$ cat config.mk
export PLATFORM = sky130hd
export DESIGN_NAME = rbs_sequencer
export DESIGN_NICKNAME = d
export VERILOG_FILES = /design/src/rbs_pkg.sv /design/src/rbs_sequencer.sv
export VERILOG_INCLUDE_DIRS = /design/src
export SDC_FILE = /design/constraint.sdc
export NUM_CORES = 1
export LEC_CHECK = 0
export BUFFER_PORTS_ARGS = -buffer_cell sky130_fd_sc_hd__buf_2
export CORE_UTILIZATION = 57
export DETAILED_ROUTE_END_ITERATION = 8
export PLACE_DENSITY = 0.81
export SYNTH_ARGS = -nofsm -noshare
export SYNTH_HDL_FRONTEND = slang
export SYNTH_SLANG_ARGS = --single-unit
$ cat constraint.sdc
create_clock -name sys_clk -period 2.3 [get_ports sys_clk]
set_input_delay 0.345 -clock sys_clk [delete_from_list [all_inputs] [get_ports sys_clk]]
set_output_delay 0.345 -clock sys_clk [all_outputs]
set_load 0.01 [all_outputs]
$ cat src/rbs_cfg.svh
// Constants for the reset and bootstrap sequencer
`ifndef RBS_CFG_SVH
`define RBS_CFG_SVH
// Input clock cycles per local clock period
`define RBS_DIV_RATIO 8
// Input clock cycles per quarter-clock
`define RBS_QUARTER_CYCLES 2
// Local clock periods during which chip select is ignored after reset release
`define RBS_CS_IGNORE_PERIODS 17
// Number of automatic refresh-only cycles after reset
`define RBS_REFRESH_CYCLES 8
// Local clock periods per refresh-only cycle
`define RBS_REFRESH_PERIODS 1
// Least reset low time in local clock periods (far side keeps it)
`define RBS_RESET_MIN_PERIODS 40
// Halt bit value after reset release with chip select high
`define RBS_HALT_HOSTBOOT 1'b1
// Halt bit value after reset release with chip select low
`define RBS_HALT_SELFBOOT 1'b0
`endif

$ cat src/rbs_pkg.sv
// Types for the reset and bootstrap sequencer
package rbs_pkg;
    // Sequencer states
    typedef enum logic [1:0] {
        RBS_IN_RESET = 2'b00,
        RBS_MASK = 2'b01,
        RBS_REFRESH = 2'b10,
        RBS_RUN = 2'b11
    } rbs_state_e;
    // Local clock pair
    typedef struct packed {
        logic one;
        logic two;
    } rbs_clocks_s;
endpackage

$ cat src/rbs_sequencer.sv
// Reset entry and exit sequencer with local clock divider
`timescale 1ns/1ns
`include "rbs_cfg.svh"

module rbs_sequencer
    import rbs_pkg::*;
#(
    parameter int DIV_RATIO = `RBS_DIV_RATIO,
    parameter int CS_IGNORE = `RBS_CS_IGNORE_PERIODS,
    parameter int REFRESH_CYCLES = `RBS_REFRESH_CYCLES
) (
    input wire logic sys_clk,
    input wire logic rst,
    input wire logic reset_n,
    input wire logic host_chip_select_n,
    output logic local_clock_one,
    output logic local_clock_two,
    output logic halt_control_bit,
    output logic core_reset,
    output logic refresh_strobe,
    output logic host_select,
    output logic [1:0] seq_state
);

    // ****************************************************************
    // Clock divider
    // ****************************************************************
    // Phase counter width and the phase points at which the
    // two local clocks change; a quarter period is two input clocks
    localparam int PW = $clog2(DIV_RATIO);
    localparam logic [PW-1:0] PH_LAST = PW'(DIV_RATIO - 1);
    localparam logic [PW-1:0] PH_HALF = PW'(DIV_RATIO / 2);
    localparam logic [PW-1:0] PH_QTR = PW'(DIV_RATIO / 4);
    localparam logic [PW-1:0] PH_3QTR = PW'((3 * DIV_RATIO) / 4);

    logic [PW-1:0] phase; // Position in local period
    rbs_clocks_s clks; // Local clock pair
    logic fall_one; // Falling edge of local clock one is next

    // Phase counter wraps every eight input clocks
    // divide by eight
    always_ff @(posedge sys_clk) begin
        if (rst) begin
            phase <= '0;
        end else if (phase == PH_LAST) begin
            phase <= '0;
        end else begin
            phase <= phase + PW'(1);
        end
    end

    // Local clock one high in first half, clock two a quarter later
    always_ff @(posedge sys_clk) begin
        if (rst) begin
            // Start as if phase seven had just passed, so the first
            // high phase of clock one is full length after reset
            clks.one <= 1'b1;
            clks.two <= 1'b0;
        end else begin
            clks.one <= (phase == PH_LAST) || (phase < PH_HALF - PW'(1));
            clks.two <= (phase >= PH_QTR - PW'(1)) && (phase < PH_3QTR - PW'(1));
        end
    end

    // Clock one drops shortly after this phase; inputs are
    // sampled here, standing in for the falling edge of clock one
    assign fall_one = (phase == PH_HALF - PW'(1));

    // Drive clocks out from flops
    always_ff @(posedge sys_clk) begin
        if (rst) begin
            local_clock_one <= 1'b0;
            local_clock_two <= 1'b0;
        end else begin
            local_clock_one <= clks.one;
            local_clock_two <= clks.two;
        end
    end

    // ****************************************************************
    // Input synchronisers
    // ****************************************************************
    logic [1:0] rst_sync; // Reset synchroniser chain
    logic [1:0] cs_sync; // Chip select synchroniser chain

    // Only the second stage is read by the logic below; the first
    // stage may settle late and is kept away from everything else
    // Reset state treats the device as held in reset, chip select idle
    // two-stage flops
    always_ff @(posedge sys_clk) begin
        if (rst) begin
            rst_sync <= 2'h0;
            cs_sync <= 2'h3;
        end else begin
            rst_sync <= {rst_sync[0], reset_n};
            cs_sync <= {cs_sync[0], host_chip_select_n};
        end
    end

    // ****************************************************************
    // Edge sampling at local clock one fall
    // ****************************************************************
    logic rst_smp; // Reset level at last fall
    logic cs_smp; // Chip select level at last fall

    // Levels held from one fall to the next for reset edge detection and boot mode
    // sample on fall
    always_ff @(posedge sys_clk) begin
        if (rst) begin
            rst_smp <= 1'b0;
            cs_smp <= 1'b1;
        end else if (fall_one) begin
            rst_smp <= rst_sync[1];
            cs_smp <= cs_sync[1];
        end
    end

    // Reset release detected at this fall
    // First fall that sees the synchronised reset high after a low one
    logic rise_det;
    assign rise_det = fall_one && rst_sync[1] && !rst_smp;

    // ****************************************************************
    // Sequencer
    // ****************************************************************
    // Sequencer state and its down counter
    rbs_state_e state; // Current state
    logic [7:0] cnt; // Local periods or cycles remaining

    // Device reset seen low at a fall puts the sequencer back into
    // reset from any state, so a cut sequence restarts cleanly
    always_ff @(posedge sys_clk) begin
        if (rst || (fall_one && !rst_sync[1])) begin
            state <= RBS_IN_RESET;
            cnt <= 8'h00;
        end else begin
            case (state)
                // Wait for reset release
                RBS_IN_RESET: begin
                    if (rise_det) begin
                        state <= RBS_MASK;
                        cnt <= 8'(CS_IGNORE - 1);
                    end
                end
                RBS_MASK: begin
                    if (fall_one) begin
                        // Last ignored period ends, refresh begins
                        if (cnt == 8'h00) begin
                            state <= RBS_REFRESH;
                            cnt <= 8'(REFRESH_CYCLES - 1);
                        end else begin
                            cnt <= cnt - 8'h01;
                        end
                    end
                end
                RBS_REFRESH: begin
                    if (fall_one) begin
                        // Eighth refresh cycle done, host may select
                        if (cnt == 8'h00) begin
                            state <= RBS_RUN;
                        end else begin
                            cnt <= cnt - 8'h01;
                        end
                    end
                end
                // Stay running until reset is seen again
                RBS_RUN: begin
                    state <= RBS_RUN;
                end
                // Unused code returns to reset
                default: begin
                    state <= RBS_IN_RESET;
                end
            endcase
        end
    end

    // ****************************************************************
    // Boot mode and outputs
    // ****************************************************************
    // Chip select level captured at the fall before the release
    // decides the boot mode; it then stays until the next release
    // latch boot mode at release
    always_ff @(posedge sys_clk) begin
        if (rst) begin
            halt_control_bit <= `RBS_HALT_HOSTBOOT;
        end else if (rise_det) begin
            halt_control_bit <= cs_smp ? `RBS_HALT_HOSTBOOT : `RBS_HALT_SELFBOOT;
        end
    end

    // Every output comes from a flop; status lags the state by one clock
    // Registered status outputs
    always_ff @(posedge sys_clk) begin
        if (rst) begin
            core_reset <= 1'b1;
            refresh_strobe <= 1'b0;
            host_select <= 1'b0;
            seq_state <= 2'h0;
        end else begin
            core_reset <= (state == RBS_IN_RESET);
            refresh_strobe <= (state == RBS_REFRESH) && fall_one;
            host_select <= (state == RBS_RUN) && !cs_sync[1];
            seq_state <= state;
        end
    end

endmodule // rbs_sequencer

==> results of run 1 <==
## where the power goes
part	internal [uW]	total, uW	switching [uW]
clock network	121	278	157
registers	521	532	11.9
logic	33.6	77.8	44.2
total	676	888	213
## through the flow
stage	util	hold WS (ps)	cells
detailed placement	0.642	423	184
finish	0.664	208	192
global placement	0.642	396	184
global route	0.664	192	192
CTS	0.664	195	192
floorplan	-	389	151
## how the worst min path moves through the flow
stage	end	slack, ps
after floorplan	cs_sync[1]	390
after global placement	cs_sync[1]	400
after detailed placement	local_clock_two	420
after CTS	cs_sync[0]	200
after global routing	cs_sync[0]	190
final	cs_sync[0]	210
## layout make-up
type	instances	area [um^2]	area share
Inverter	11	41.3	0.0273
Tap cell	28	35.0	0.0232
Timing Repair Buffer	12	62.6	0.0414
Sequential cell	29	581	0.384
Multi-Input combinational cell	104	742	0.491
Clock buffer	8	48.8	0.0323
## cell usage in the layout, fill, tap and decap left out, types with 2 or more instances in the layout
master | Yosys | routed
clkbuf_1 | 2 | 3
nor4_1 | 2 | 2
nand3_1 | 4 | 4
nand2_1 | 3 | 3
a21oi_1 | 6 | 6
and4_1 | 2 | 2
nand2b_1 | 2 | 2
nor2b_1 | 5 | 5
or4_1 | 3 | 3
o31ai_1 | 5 | 5
nor3_1 | 8 | 8
ha_1 | 11 | 11
inv_1 | 11 | 11
or2_2 | 3 | 3
a211oi_1 | 5 | 5
nor3b_1 | 3 | 3
dfxtp_1 | 29 | 29
nor2_1 | 11 | 11
buf_2 | 1 | 11
clkbuf_4 | 0 | 5
a31oi_1 | 3 | 3
o21ai_0 | 5 | 5
## cells by family after synthesis
family / Yosys count
AO/OA/AOI/OAI: 38
adder cells (fa/ha/maj): 11
buffers and inverters: 18
flip-flops: 29
AND/OR/NAND/NOR: 55
## sequential cells by signal, summed over array words and instances, names as in the netlist, 2 cells and up
register and cells:
clks 2, state 2, rst_sync 2, cnt 8, seq_state 2, phase 3
cs_sync 2
## per-layer routing
layer	vias up	wire length, um	track usage
met3	8	130	0.0673
li1	576	-	-
met5	-	0	0
met1	503	1210	0.256
met4	0	56	0.140
met2	35	1050	0.312
==> qor.csv, run 1 <==
stage,metric,value,unit
yosys,synthCells,151,
clock_network,hold_buffers,0,
setup_path,path_buf_inv,1,
yosys,ys_warn_count,0,
global_routing,grt_pass1_vias,953,
setup_path,rr_worst_depth,6,
setup_path,endpoint,cnt[7],
floorplan,dieWidth,51.9,um
yosys,yosys-top-cells-area,"dfxtp_1 (41%), ha_1 (9.7%), inv_1 (2.9%)",
clock_network,cts_buffers,5,
yosys,avgSynthCellArea,9.39,um^2
setup_path,crit_chain,inv_1 > ha_1 > o31a_2 > o21ai_2 > or4_2 > a211oi_1,
setup_path,worstReg2RegStart,state[0],
setup_path,crit_family,simple AND/OR/NAND/NOR gates,
sta,timing.final.max_slew_violations,0,
route,first_pass_iters,4,
setup_path,cp-start-kind,flop,
cells_and_area,fillers,168,
global_routing,track_usage,0.210,
place,dp_hpwl,1780,um
setup_path,crit_start,state[0],
clock_network,clockRootBuffer,clkbuf_4,
place,dpl_cell_area,1460,um^2
clock_network,cts_tree,built,
yosys,synth_compound_area_frac,0.187,
sta,period_needed,2190,ps
yosys,synthArstFlopShare,0,
yosys,synth_adder_area_share,0.0971,
sta,hold_viol_final,0,
yosys,yosysTopAreaCell,dfxtp_1,
yosys,synth_mux_area_frac,0,
sta,tightest_slew,445,ps
yosys,synth_nets,166,
clock_network,cts_resized,0,
setup_path,critical_path_class,reg2reg,
cells_and_area,design_area,1510,um^2
setup_path,arrival,2430,ps
yosys,synth.most_common_cell,dfxtp_1,
yosys,synth-simple-area-share,0.239,
place,numPortBuffers,11,
pwr,cellPowerDensity,588,nW/um^2
cells_and_area,drive_gt1_frac,0.165,
route,vias,1122,
global_routing,grt_pass1_wl,3980,um
global_routing,antenna_found_initial,0,
outcome,status,"complete, no violations",
cells_and_area,area_growth,6.53,%
route,drc,0,
setup_path,cp-end-kind,flop,
clock_network,clkLatencyLatePin,320,ps
clock_network,clk_path_buf_depth,2,
yosys,synth-xor-area-share,0,
setup_path,worst_ep_required_time,2540,ps
pwr,ir_worst_vdd,479,uV
setup_path,r2r_slack,110,ps
route,wire_per_inst,12.7,um
setup_path,path_depth,6,
sta,fmax,457,MHz
route,ant_nets,0,
floorplan,core_area,2280,um^2
sta,rsz0062_at_grt,false,
yosys,synth_seq_cells,29,
setup_path,reg2reg_to,cnt[7],
clock_network,htree_levels,2,
yosys,ys.flop_type,dfxtp_1,
sta,layout_setup_ws,112,ps
floorplan,num_rows,17,
floorplan,die_h,51.9,um
yosys,synth_top_area_frac,0.410,
clock_network,clk_pin_slew,80,ps
yosys,syn-cell-area,1420,um^2
pwr,leakagePower,0.000593,uW
place,place_congestion,0.861,
yosys,yosysSeqAreaShare,0.410,
yosys,synth_top_family_by_area,simple AND/OR/NAND/NOR gates,
route,drt_iter0_markers,27,
sta,skew,8.40,ps
sta,finalCritPeriodShare,0.951,
floorplan,dieArea,2690,um^2
route,viasPerCell,5.84,
clock_network,post-cts-setup-buffers,0,
sta,tns,0,ps
clock_network,clock_sinks,29,
min_path,hold_depth,2,
job,drv_cap,0,
min_path,hold_class,in2reg,
yosys,synth_cell_types,45,
setup_path,slowest_delay,670,ps
yosys,synth_edf_count,0,
setup_path,slowest_stage,or4_2,
global_routing,grt_overflow,0,
setup_path,path_max_fanout,11,
cells_and_area,diodes,0,
route,wirelength,2450,um
min_path,hold_path.startpoint,host_chip_select_n,
floorplan,io-pin-count,12,
global_routing,grt_max_degree,20,
pwr,fin_total_pwr,888,uW
sta,setup_viol,0,
place,place_ws,134,ps
floorplan,start_util,0.623,
yosys,synth_common_cells,"dfxtp_1 (29), ha_1 (11), inv_1 (11), nor2_1 (11), nor3_1 (8)",
sta,relSlewSlack,0.703,
cells_and_area,nNetsFinal,178,
No activity file was read; power rests on OpenSTA's default activity.
==> run 2: changes to the inputs <==
CORE_UTILIZATION = 62   (was 57)
PLACE_DENSITY = 0.86   (was 0.81)
clock period = 2.6 ns   (was 2.3 ns; I/O delays follow)
==> qor.csv, run 2 (synthesis results as in run 1) <==
stage,metric,value,unit,change
setup_path,crit_family,simple AND/OR/NAND/NOR gates,,unchanged
global_routing,grt-busiest-layer,met2,,unchanged
global_routing,antenna_found_initial,0,,unchanged
clock_network,cts_resized,0,,unchanged
global_routing,grt_use_met3,0.0617,,was 0.0673
clock_network,hold_buffers,0,,unchanged
cells_and_area,multi_input_area,742,um^2,unchanged
sta,tightest_slew,430,ps,was 445 ps
place,dpl_cell_area,1460,um^2,about the same
route,ant_nets,0,,unchanged
cells_and_area,mostFrequentLayoutCells,"dfxtp_1 (29), inv_1 (11), nor2_1 (11), ha_1 (11), buf_2 (11)",,unchanged
route,wirelength,2900,um,was 2450 um
setup_path,cp-start-kind,flop,,unchanged
route,vias,1195,,was 1122
clock_network,cts_buffers,5,,unchanged
job,drv_cap,0,,unchanged
setup_path,cpMostUsedCell,ha_1,,
cells_and_area,drive_gt1_frac,0.172,,was 0.165
sta,finalCritPeriodShare,0.915,,was 0.951
clock_network,clockRootBuffer,clkbuf_4,,unchanged
clock_network,clkLatencyLatePin,330,ps,was 320 ps
cells_and_area,top_regs,"cnt x8, phase x3",,unchanged
clock_network,clock_sinks,29,,unchanged
clock_network,htree_levels,2,,unchanged
floorplan,dieArea,2480,um^2,was 2690 um^2
pwr,switching_share,0.244,,was 0.239
outcome,status,"complete, no violations",,unchanged
cells_and_area,design_area,1520,um^2,was 1510 um^2
setup_path,path_buf_inv,0,,was 1
setup_path,arrival,2610,ps,was 2430 ps
global_routing,grt_use_met1,0.308,,was 0.256
route,viasPerCell,6.29,,was 5.84
pwr,combPwrFrac,0.087,,was 0.088
route,drt_iter0_markers,72,,was 27
cells_and_area,area_growth,6.88,%,was 6.53%
setup_path,cp-end-kind,flop,,unchanged
setup_path,worst_ep_required_time,2830,ps,was 2540 ps
cells_and_area,regMostFlops,cnt,,unchanged
global_routing,grt_max_degree,20,,unchanged
floorplan,die_h,49.8,um,was 51.9 um
setup_path,slowest_delay,660,ps,was 670 ps
sta,timing.final.max_slew_violations,0,,unchanged
sta,skew,7.26,ps,was 8.40 ps
place,numPortBuffers,11,,unchanged
route,drc,0,,unchanged
sta,rsz0062_at_grt,false,,unchanged
sta,period_needed,2380,ps,was 2190 ps
global_routing,grt_pass1_vias,1109,,was 953
cells_and_area,largest_register_ff_count,8,,unchanged
pwr,p_seq_frac,0.578,,was 0.599
global_routing,grt_pass1_wl,4950,um,was 3980 um
min_path,hold_class,in2reg,,unchanged
route,wire_per_inst,15.3,um,was 12.7 um
pwr,cellPowerDensity,539,nW/um^2,was 588 nW/um^2
clock_network,clk_pin_slew,90,ps,was 80 ps
floorplan,start_util,0.688,,was 0.623
setup_path,slowest_stage,or4_2,,unchanged
floorplan,io-pin-count,12,,unchanged
cells_and_area,final_common_cell,dfxtp_1,,unchanged
cells_and_area,diodes,0,,unchanged
sta,hold_viol_final,0,,unchanged
global_routing,use_met2,0.457,,was 0.312
pwr,power_frac_clock,0.336,,was 0.313
clock_network,cts_tree,built,,unchanged
global_routing,track_usage,0.270,,was 0.210
place,place_congestion,0.917,,was 0.861
cells_and_area,finalCoreUtilization,0.735,,was 0.664
global_routing,grt_overflow,0,,unchanged
sta,relSlewSlack,0.711,,was 0.703
floorplan,dieWidth,49.8,um,was 51.9 um
route,first_pass_iters,5,,was 4
clock_network,clk_path_buf_depth,2,,unchanged
floorplan,core_area,2060,um^2,was 2280 um^2
sta,fmax,420,MHz,was 457 MHz
floorplan,num_rows,16,,was 17
pwr,power_switching,199,uW,was 213 uW
sta,setup_viol,0,,unchanged
sta,tns,0,ps,unchanged
cells_and_area,register_area,581,um^2,unchanged
pwr,power.internal,617,uW,was 676 uW
cells_and_area,nNetsFinal,178,,unchanged
cells_and_area,fillers,171,,was 168
place,dp_hpwl,2060,um,was 1780 um
setup_path,crit_chain,ha_1 > ha_1 > o31a_2 > o21ai_2 > or4_2 > a211oi_1,,was inv_1 > ha_1 > o31a_2 > o21ai_2 > or4_2 > a211oi_1
clock_network,post-cts-setup-buffers,0,,unchanged
pwr,ir_worst_vdd,437,uV,was 479 uV
setup_path,path_max_fanout,11,,unchanged
setup_path,critical_path_class,reg2reg,,unchanged
pwr,leakagePower,0.000598,uW,was 0.000593 uW
-- run 2: layer usage --
metal  routed length (um)  part of all wire
met3                  264             0.091
met1                 1210              0.42
met4                   65             0.022
met2                 1370              0.47
met5                    0                 0
-- run 2: final cells by class --
type,count,share of cell area
Clock buffer,7,0.0363
Timing Repair Buffer,12,0.0413
Tap cell,27,0.0223
Sequential cell,29,0.383
Multi-Input combinational cell,104,0.490
Inverter,11,0.0273
-- run 2: path summary, 6_finish.rpt --
check                                   to  depth (start not counted)  slack (ps)               start
worst max-delay path                cnt[7]                          6         220            phase[0]
worst min register to register  cs_sync[1]                          1         420          cs_sync[0]
worst min-delay path            cs_sync[0]                          2         250  host_chip_select_n
worst max register to register      cnt[7]                          6         220            phase[0]
-- run 2: power groups by stage --
stage	combinational, uW	sequential (uW)	clock (uW)
after floorplan	56.1	481	0
after global placement	66.0	480	0
after detailed placement	69.5	482	0
after CTS	70.5	472	276
after global routing	80.3	473	288
final	70.7	471	274
-- run 2: per-stage QoR --
step | hold WS, ps | cells | setup WS, ps | power [uW]
3_3_place_gp | 394 | 183 | 407 | 546
5_1_grt | 251 | 190 | 58.4 | 841
4_1_cts | 237 | 190 | 258 | 818
6_report | 245 | 190 | 220 | 816
3_5_place_dp | 401 | 183 | 279 | 551
2_1_floorplan | 389 | 151 | 609 | 537
